`src/logic/lir_pkg.sv`:
```
/*
  Shared constants for the link incident reporter: payload layout,
  reply codes, record layout and timing counts.
  Assumes a single 200 MHz core clock and framing done outside.
*/
// How it works
// - Supported acceptable request gets payloadless accept
// - Unsupported request rejected: command not supported
// - Unacceptable record type rejected: unable to perform
// - Condition with defined code is an incident
// - Registered recipient present: create and report record
// - Link failure reported only after hold period
// - Exactly one record per incident
// - Full store drops oldest, keeps newest
// - Record freed from store when its delivery starts
// - Recipients chosen per record format; here chosen by always flag only, with one format fixed at build
// - Send first to every always registrant
// - Else send to one conditional registrant
// - Failed conditional delivery tries another registrant
// - Success only with accept within twice timeout
// - Failed registrant may be deregistered
// - Failed delivery retried via other port
// - Unregistered records kept or dropped: build option
// - One request then one accept or reject
// - Source names reporter, destination names registrant
// - First word is 79h then three zeros
// - Length word, common record, descriptor, specific
// - Descriptor length 4; common 16 or 64
// - Specific length zero with zero format
package lir_pkg;
    // ------------------------------------------------------------
    // payload layout
    // ------------------------------------------------------------
    localparam logic [7:0] LIR_CMD_CODE = 8'h79;
    localparam logic [7:0] LIR_DESC_LEN = 8'h04;
    localparam logic [7:0] LIR_COMMON_SHORT = 8'h10;
    localparam logic [7:0] LIR_COMMON_FULL = 8'h40;
    localparam logic [7:0] LIR_SPEC_LEN = 8'h00;
    localparam logic [7:0] LIR_FORMAT_COMMON = 8'h00;
    localparam int LIR_WORDS_SHORT = 7;
    localparam int LIR_WORDS_FULL = 19;
    localparam int LIR_TID_WORD = 14;
    // ------------------------------------------------------------
    // reply and incident codes (plain defaults)
    // ------------------------------------------------------------
    localparam logic LIR_RSP_ACC = 1'b1;
    localparam logic LIR_RSP_RJT = 1'b0;
    localparam logic [7:0] LIR_RSN_NOT_SUPP = 8'h0B;
    localparam logic [7:0] LIR_RSN_UNABLE = 8'h09;
    localparam logic [7:0] LIR_LF_CODE = 8'h01;
    // ------------------------------------------------------------
    // records, registrants, timing
    // ------------------------------------------------------------
    localparam int LIR_REC_W = 48;
    localparam int LIR_NREG = 4;
    localparam logic [31:0] LIR_TID_RESET = 32'h0000_0001;
    localparam int LIR_CLK_MHZ = 200;
    localparam int LIR_RA_TOV_MS = 10;
    localparam int LIR_LF_HOLD_MS = 100;
    localparam int LIR_ACK_WAIT_CYC = 2 * LIR_RA_TOV_MS * LIR_CLK_MHZ * 1000;
    localparam int LIR_LF_HOLD_CYC = LIR_LF_HOLD_MS * LIR_CLK_MHZ * 1000;
    typedef enum logic [1:0] {LIR_IDLE, LIR_PICK, LIR_SEND, LIR_WAIT} lir_state_t;
endpackage

```
`src/logic/lir_reporter.sv`:
```
/*
  Link incident reporter: recognises incidents, stores records and
  delivers them to registrants as request payload words; also answers
  incoming incident report requests with accept or reject.
  Assumes framing, registration handling and the link sit outside.
*/
`timescale 1ns/1ps
`default_nettype none
module lir_reporter
    import lir_pkg::*;
#(
    parameter int STORE_DEPTH = 8,
    parameter int ACK_WAIT_CYC = LIR_ACK_WAIT_CYC,
    parameter int LF_HOLD_CYC = LIR_LF_HOLD_CYC,
    parameter bit KEEP_UNREG = 1'b0,
    parameter bit FULL_RECORD = 1'b0,
    parameter bit RX_SUPPORTED = 1'b1,
    parameter logic [7:0] RX_SPEC_FORMAT = 8'h00
) (
    input wire logic core_clk,
    input wire logic arst_n,
    input wire logic [23:0] own_id,
    input wire logic [63:0] port_name,
    input wire logic [63:0] node_name,
    input wire logic cond_valid,
    input wire logic cond_code_defined,
    input wire logic [7:0] cond_code,
    input wire logic [7:0] cond_qualifier,
    output logic cond_ready,
    input wire logic link_fail,
    input wire logic [LIR_NREG-1:0] reg_valid,
    input wire logic [LIR_NREG-1:0] reg_always,
    input wire logic [LIR_NREG*24-1:0] reg_ids,
    output logic dereg_valid,
    output logic [1:0] dereg_index,
    output logic tx_valid,
    input wire logic tx_ready,
    output logic [31:0] tx_data,
    output logic tx_last,
    output logic [23:0] tx_sid,
    output logic [23:0] tx_did,
    output logic tx_port,
    input wire logic rep_valid,
    input wire logic rep_accept,
    input wire logic [23:0] rep_sid,
    input wire logic req_valid,
    input wire logic [23:0] req_sid,
    input wire logic [7:0] req_format,
    output logic req_ready,
    output logic rsp_valid,
    input wire logic rsp_ready,
    output logic [23:0] rsp_did,
    output logic rsp_accept,
    output logic [7:0] rsp_reason
);
    localparam int NW = FULL_RECORD ? LIR_WORDS_FULL : LIR_WORDS_SHORT;
    localparam logic [7:0] COMMON_LEN = FULL_RECORD ? LIR_COMMON_FULL : LIR_COMMON_SHORT;

    // ------------------------------------------------------------
    // incident recognition
    // ------------------------------------------------------------
    logic lf_fire;
    logic [31:0] tid_reg;
    logic [LIR_REC_W-1:0] new_rec;
    wire any_reg = |reg_valid;
    wire cond_take = cond_valid && !lf_fire;
    wire incident = lf_fire || (cond_take && cond_code_defined);
    wire gen_rec = incident && (any_reg || KEEP_UNREG);
    assign cond_ready = !lf_fire;
    assign new_rec = lf_fire ? {8'h00, LIR_LF_CODE, tid_reg} :
                               {cond_qualifier, cond_code, tid_reg};

    // failure must persist for the hold period, fires once per outage
    lir_timer #(.COUNT(LF_HOLD_CYC)) u_lf_timer (
        .core_clk(core_clk),
        .arst_n(arst_n),
        .run(link_fail),
        .expired(lf_fire)
    );

    // transaction id counts generated records
    always_ff @(posedge core_clk or negedge arst_n) begin
        if (!arst_n) tid_reg <= LIR_TID_RESET;
        else if (gen_rec) tid_reg <= tid_reg + 32'h0000_0001;
    end

    // ------------------------------------------------------------
    // record store
    // ------------------------------------------------------------
    logic [LIR_REC_W-1:0] head_rec;
    logic st_empty;
    logic st_full;
    lir_state_t state_reg;
    wire pop = (state_reg == LIR_IDLE) && !st_empty;

    lir_store #(.WIDTH(LIR_REC_W), .DEPTH(STORE_DEPTH)) u_store (
        .core_clk(core_clk),
        .arst_n(arst_n),
        .push(gen_rec),
        .push_data(new_rec),
        .pop(pop),
        .head_data(head_rec),
        .empty(st_empty),
        .full(st_full)
    );

    // ------------------------------------------------------------
    // recipient selection
    // ------------------------------------------------------------
    logic [LIR_REC_W-1:0] cur_reg;
    logic [LIR_NREG-1:0] tried_reg;
    logic always_ph_reg;
    logic any_ok_reg;
    logic alt_reg;
    logic [1:0] idx_reg;
    logic [23:0] did_reg;
    logic [4:0] wcnt_reg;
    logic [31:0] data_reg;
    logic [1:0] pick;
    wire [LIR_NREG-1:0] cand = reg_valid & ~tried_reg &
                               (always_ph_reg ? reg_always : ~reg_always);
    wire have_cand = |cand;
    wire last_word = (wcnt_reg == 5'(NW - 1));
    wire tx_fire = tx_valid && tx_ready;
    wire waiting = (state_reg == LIR_WAIT);
    wire ack_match = waiting && rep_valid && (rep_sid == did_reg);
    wire ack_ok = ack_match && rep_accept;
    logic ack_tout;
    wire fail = waiting && ((ack_match && !rep_accept) || ack_tout);

    // lowest pending candidate first
    always_comb begin
        pick = 2'd0;
        for (int i = LIR_NREG - 1; i >= 0; i--) begin
            if (cand[i]) pick = 2'(i);
        end
    end

    // reply window opens once the last word has gone
    lir_timer #(.COUNT(ACK_WAIT_CYC)) u_ack_timer (
        .core_clk(core_clk),
        .arst_n(arst_n),
        .run(waiting),
        .expired(ack_tout)
    );

    // ------------------------------------------------------------
    // payload words
    // ------------------------------------------------------------
    function automatic logic [31:0] pay_word(input logic [4:0] w,
                                             input logic [LIR_REC_W-1:0] rec);
        logic [31:0] r;
        r = 32'h0000_0000;
        if (w == 5'd0) r = {LIR_CMD_CODE, 24'h00_0000};
        else if (w == 5'd1) r = {LIR_FORMAT_COMMON, COMMON_LEN,
                                 LIR_DESC_LEN, LIR_SPEC_LEN};
        else if (w == 5'd2) r = port_name[63:32];
        else if (w == 5'd3) r = port_name[31:0];
        else if (w == 5'd4) r = node_name[63:32];
        else if (w == 5'd5) r = node_name[31:0];
        else if (w == 5'(NW - 1)) r = {rec[47:40], rec[39:32], 16'h0000};
        else if (FULL_RECORD && w == 5'(LIR_TID_WORD)) r = rec[31:0];
        return r;
    endfunction

    // ------------------------------------------------------------
    // delivery sequencer
    // ------------------------------------------------------------
    // idle: pop, pick: choose recipient, send: words, wait: reply
    always_ff @(posedge core_clk or negedge arst_n) begin
        if (!arst_n) begin
            state_reg <= LIR_IDLE;
            cur_reg <= '0;
            tried_reg <= '0;
            always_ph_reg <= 1'b1;
            any_ok_reg <= 1'b0;
            alt_reg <= 1'b0;
            idx_reg <= 2'd0;
            did_reg <= 24'h00_0000;
            wcnt_reg <= 5'd0;
            data_reg <= 32'h0000_0000;
        end else begin
            unique case (state_reg)
                LIR_IDLE: begin
                    if (!st_empty) begin
                        cur_reg <= head_rec;
                        tried_reg <= '0;
                        always_ph_reg <= 1'b1;
                        any_ok_reg <= 1'b0;
                        alt_reg <= 1'b0;
                        state_reg <= LIR_PICK;
                    end
                end
                LIR_PICK: begin
                    if (have_cand) begin
                        idx_reg <= pick;
                        did_reg <= reg_ids[pick*24 +: 24];
                        wcnt_reg <= 5'd0;
                        data_reg <= pay_word(5'd0, cur_reg);
                        state_reg <= LIR_SEND;
                    end else if (always_ph_reg) begin
                        if (any_ok_reg) begin
                            state_reg <= LIR_IDLE;
                        end else begin
                            always_ph_reg <= 1'b0;
                            tried_reg <= '0;
                        end
                    end else if (!alt_reg) begin
                        alt_reg <= 1'b1;
                        always_ph_reg <= 1'b1;
                        tried_reg <= '0;
                    end else begin
                        state_reg <= LIR_IDLE;
                    end
                end
                LIR_SEND: begin
                    if (tx_fire) begin
                        wcnt_reg <= wcnt_reg + 5'd1;
                        data_reg <= pay_word(wcnt_reg + 5'd1, cur_reg);
                        if (last_word) state_reg <= LIR_WAIT;
                    end
                end
                LIR_WAIT: begin
                    if (ack_ok) begin
                        tried_reg[idx_reg] <= 1'b1;
                        any_ok_reg <= 1'b1;
                        state_reg <= always_ph_reg ? LIR_PICK : LIR_IDLE;
                    end else if (fail) begin
                        tried_reg[idx_reg] <= 1'b1;
                        state_reg <= LIR_PICK;
                    end
                end
            endcase
        end
    end

    assign tx_valid = (state_reg == LIR_SEND);
    assign tx_data = data_reg;
    assign tx_last = tx_valid && last_word;
    assign tx_sid = own_id;
    assign tx_did = did_reg;
    assign tx_port = alt_reg;
    assign dereg_valid = fail;
    assign dereg_index = idx_reg;

    // ------------------------------------------------------------
    // answers to incoming requests
    // ------------------------------------------------------------
    logic rsp_valid_reg;
    logic rsp_acc_reg;
    logic [7:0] rsp_rsn_reg;
    logic [23:0] rsp_did_reg;
    wire fmt_ok = (req_format == LIR_FORMAT_COMMON) || (req_format == RX_SPEC_FORMAT);
    wire req_take = req_valid && req_ready;
    assign req_ready = !rsp_valid_reg;

    // one reply held until taken
    always_ff @(posedge core_clk or negedge arst_n) begin
        if (!arst_n) begin
            rsp_valid_reg <= 1'b0;
            rsp_acc_reg <= LIR_RSP_RJT;
            rsp_rsn_reg <= 8'h00;
            rsp_did_reg <= 24'h00_0000;
        end else if (req_take) begin
            rsp_valid_reg <= 1'b1;
            rsp_did_reg <= req_sid;
            if (!RX_SUPPORTED) begin
                rsp_acc_reg <= LIR_RSP_RJT;
                rsp_rsn_reg <= LIR_RSN_NOT_SUPP;
            end else if (!fmt_ok) begin
                rsp_acc_reg <= LIR_RSP_RJT;
                rsp_rsn_reg <= LIR_RSN_UNABLE;
            end else begin
                rsp_acc_reg <= LIR_RSP_ACC;
                rsp_rsn_reg <= 8'h00;
            end
        end else if (rsp_ready) begin
            rsp_valid_reg <= 1'b0;
        end
    end
    assign rsp_valid = rsp_valid_reg;
    assign rsp_accept = rsp_acc_reg;
    assign rsp_reason = rsp_rsn_reg;
    assign rsp_did = rsp_did_reg;
endmodule
`default_nettype wire

```
`src/logic/lir_timer.sv`:
```
/*
  Run-while-high cycle timer: one pulse when the run level has lasted
  COUNT cycles, then quiet until run drops.
  Assumes run is synchronous to core_clk.
*/
`timescale 1ns/1ps
`default_nettype none
module lir_timer #(
    parameter int COUNT = 16
) (
    input wire logic core_clk,
    input wire logic arst_n,
    input wire logic run,
    output logic expired
);
    logic [31:0] cnt_reg;
    logic done_reg;
    wire hit = run && !done_reg && (cnt_reg == 32'(COUNT - 1));

    // ------------------------------------------------------------
    // counter
    // ------------------------------------------------------------
    // count while run, hold after firing
    always_ff @(posedge core_clk or negedge arst_n) begin
        if (!arst_n) begin
            cnt_reg <= 32'h0000_0000;
            done_reg <= 1'b0;
        end else if (!run) begin
            cnt_reg <= 32'h0000_0000;
            done_reg <= 1'b0;
        end else if (!done_reg) begin
            cnt_reg <= cnt_reg + 32'h0000_0001;
            done_reg <= hit;
        end
    end
    assign expired = hit;
endmodule
`default_nettype wire

```
`src/logic/lir_store.sv`:
```
/*
  Circular record store, oldest at the head. A push into a full store
  overwrites the oldest entry.
  Assumes pop is only asserted while not empty.
*/
`timescale 1ns/1ps
`default_nettype none
module lir_store #(
    parameter int WIDTH = 48,
    parameter int DEPTH = 8
) (
    input wire logic core_clk,
    input wire logic arst_n,
    input wire logic push,
    input wire logic [WIDTH-1:0] push_data,
    input wire logic pop,
    output logic [WIDTH-1:0] head_data,
    output logic empty,
    output logic full
);
    localparam int AW = $clog2(DEPTH);
    logic [WIDTH-1:0] mem_reg [DEPTH];
    logic [AW-1:0] head_reg;
    logic [AW-1:0] tail_reg;
    logic [AW:0] cnt_reg;
    wire overwrite = push && full && !pop;
    wire adv_head = pop || overwrite;
    wire [AW-1:0] head_inc = (head_reg == AW'(DEPTH - 1)) ? '0 : head_reg + 1'b1;
    wire [AW-1:0] tail_inc = (tail_reg == AW'(DEPTH - 1)) ? '0 : tail_reg + 1'b1;

    assign empty = (cnt_reg == '0);
    assign full = (cnt_reg == (AW+1)'(DEPTH));
    assign head_data = mem_reg[head_reg];

    // ------------------------------------------------------------
    // pointers and storage
    // ------------------------------------------------------------
    // full push drops the oldest entry
    always_ff @(posedge core_clk or negedge arst_n) begin
        if (!arst_n) begin
            head_reg <= '0;
            tail_reg <= '0;
            cnt_reg <= '0;
        end else begin
            if (push) tail_reg <= tail_inc;
            if (adv_head) head_reg <= head_inc;
            if (push && !pop && !full) cnt_reg <= cnt_reg + 1'b1;
            else if (pop && !push) cnt_reg <= cnt_reg - 1'b1;
        end
    end
    // data array, no reset needed
    always_ff @(posedge core_clk) begin
        if (push) mem_reg[tail_reg] <= push_data;
    end
endmodule
`default_nettype wire

```
`config.mk`:
```
export PLATFORM = sky130hd
export DESIGN_NAME = lir_reporter
export DESIGN_NICKNAME = d
export VERILOG_FILES = /design/src/logic/lir_pkg.sv /design/src/logic/lir_reporter.sv /design/src/logic/lir_timer.sv /design/src/logic/lir_store.sv
export SDC_FILE = /design/constraint.sdc
export NUM_CORES = 1
export LEC_CHECK = 0
export ABC_AREA = 1
export CAP_MARGIN = 15
export CORE_MARGIN = 3
export CORE_UTILIZATION = 35
export DETAILED_ROUTE_END_ITERATION = 10
export DONT_BUFFER_PORTS = 1
export SLEW_MARGIN = 10
export SYNTH_ARGS = -nofsm -noshare
export SYNTH_HDL_FRONTEND = slang
export SYNTH_HIERARCHICAL = 1
export SYNTH_SLANG_ARGS = --single-unit
export TNS_END_PERCENT = 20
```
`constraint.sdc`:
```
create_clock -name core_clk -period 9.5 [get_ports core_clk]
set_clock_uncertainty 0.15 [all_clocks]
set_input_delay 0.475 -clock core_clk [delete_from_list [all_inputs] [get_ports core_clk]]
set_output_delay 0.475 -clock core_clk [all_outputs]
set_load 0.01 [all_outputs]
```
==> impl_metrics.yaml <==
clock_tree:
  post_cts_buffers: 0
  cts_made_buffers: 38
  tritoncts: "built"
  cts_buffer_depth: 3
  root_buffer: "clkbuf_16"
  cts.sinks: 319
  clk_pin_slew_ns: 0.06
  cts.htree.levels: 2
  clkLatencyLatePin_ns: 0.55
timing:
  fin_crit_ns: 3.709
  tns_ns: 0
  worst_slew_pin_slew_ns: 1.100
  slew_headroom_pct: 26.43
  setup_violations: 0
  setup_ws_ns: 5.791
  fmax_ghz: 0.2696
  rsz0062_at_grt: "no"
  finalMaxSlewViolations: 0
  post-route-period-util_pct: 39.05
  hold_viol: 0
detailed_routing:
  drt-total-wl_um: 53880
  drcViolationCount: 0
  wl_per_cell_um: 17.76
  dr_total_vias: 15220
  via_per_inst: 5.019
  ant_nets: 0
  first_pass_iters: 6
  drt_iter0_drc: 1307
placement:
  dp.cells: 2896
  dp_slack_ns: 6.061
  place_congestion: 0.9788
  dp_hpwl_um: 38400
  io_buffers: 0
  post_dp_cell_area_um2: 17940
setup_path:
  reg2regPathDepth: 13
  cp-end-kind: "flop"
  r2r_end: "tx_data[21]$_DFFE_PN0P_"
  path_max_fanout: 30
  cp.arrival_ns: 4.05
  cp-start-kind: "flop"
  worstPathRequired_ns: 9.84
  r2r_slack_ns: 5.79
  r2r-start: "always_ph_reg$_DFFE_PN1P_"
  critical_path_class: "flop to flop"
global_route:
  grt-ovfl-total: 0
  track_usage_pct: 19.38
  grt_pass1_vias: 14340
  grt_max_degree: 192
  grt_antenna_before_repair: 1
  grt_pass1_wl_um: 82480
finish:
  layout_commonest_cell: "nand2_1"
  largest_register_ffs: 128
  area.growth.synth_to_final_pct: 11.92
  final_nets: 2694
  utilization_pct: 40.14
  fin_area_um2: 19850
  drive_gt1_share_pct: 5.954
  final_cell_mix: "701 x nand2_1, 366 x nor2_1, 240 x inv_1"
  finalNonFillerCells: 3033
floorplan:
  die_w_um: 231.1
  rows: 81
  die_h_um: 231.1
  start_util_pct: 35.87
  coreArea_um2: 49460
  io_pins: 460
  dieArea_um2: 53420
status:
  outcome: "completed"
power_and_ir_drop:
  cellPowerDensity_nw_per_um2: 252.5
  vdd.ir_drop.worst_mv: 0.1223
  leakage_uw: 0.009027
yosys:
  syn_avg_cell_area_um2: 7.561
  syn_inst: 2346
  synth_area_um2: 17740
  yosysWarnings: 6
min_path:
  worstHoldPathCells: 4
  min_to: "tx_did[16]$_DFFE_PN0P_"
  worstHoldPathType: "primary input to flop"
  worstHoldStart: "reg_ids[88]"
run:
  maxCapViolations: 0
==> critical path: stages, from the launching register on <==
cell and delay (ns):
dfstp_2 0.59, inv_2 0.10, a21oi_2 0.15, nand2_1 0.13, nand2_2 0.14, nor3_2 0.07, inv_2 0.08, nand2_2 0.37
inv_2 0.36, nand2_2 0.13, nor2_4 0.53, nand3_1 0.16, dlygate4sd3_1 0.60, nand2_1 0.06
==> per-stage QoR <==
step | hold slack (ns) | total power, uW
after floorplan | 0.02941 | 3178
after global placement | 0.03751 | 3511
after detailed placement | 0.03695 | 3548
after CTS | 0.0007320 | 5065
after global routing | 0.02292 | 5376
final | 0.03183 | 5012
==> per-layer routing <==
layer | vias up | GRT usage, % | wire, um
met5 | - | 0 | 13
met4 | 2 | 5.055 | 1341
met3 | 105 | 3.700 | 2886
met2 | 432 | 32.05 | 26030
met1 | 7266 | 26.18 | 23610
li1 | 7419 | - | -
==> worst max-delay path by stage <==
| stage | startpoint | end | slack, ns | cells past startpoint |
|---|---|---|---|---|
| floorplan | u_lf_timer/cnt_reg[0]$_DFFE_PN0P_ | u_store/mem_reg[1][32]$_DFFE_PP_ | 6.65 | 12 |
| global placement | u_lf_timer/cnt_reg[0]$_DFFE_PN0P_ | u_store/cnt_reg[3]$_DFFE_PN0P_ | 6.09 | 20 |
| detailed placement | u_lf_timer/cnt_reg[0]$_DFFE_PN0P_ | u_store/mem_reg[1][39]$_DFFE_PP_ | 6.06 | 13 |
| CTS | always_ph_reg$_DFFE_PN1P_ | tx_data[22]$_DFFE_PN0P_ | 5.82 | 13 |
| global route | always_ph_reg$_DFFE_PN1P_ | tx_data[21]$_DFFE_PN0P_ | 5.52 | 13 |
| finish | always_ph_reg$_DFFE_PN1P_ | tx_data[21]$_DFFE_PN0P_ | 5.79 | 13 |
==> area by class of cell <==
class | instances | area (um2)
antenna | 1 | 2.502
clock buffer | 51 | 1030
clock inverter | 19 | 203.9
fill | 5093 | 29600
inverter | 258 | 969.7
multi-input combinational | 1639 | 7392
sequential | 319 | 8626
tap | 664 | 830.8
timing repair buffer | 82 | 798.3
==> report_power, final <==
part	internal (uW)	leakage (uW)	switching (uW)
logic	516	0.00477	1160
clock network	852	0.000604	604
registers	1650	0.00366	228
==> repair_timing <==
item                                   CTS  global route
endpoints found under the hold margin  278             0
resized for setup                        0             0
hold buffers                            66             0
(Power assumes the default switching activity.)
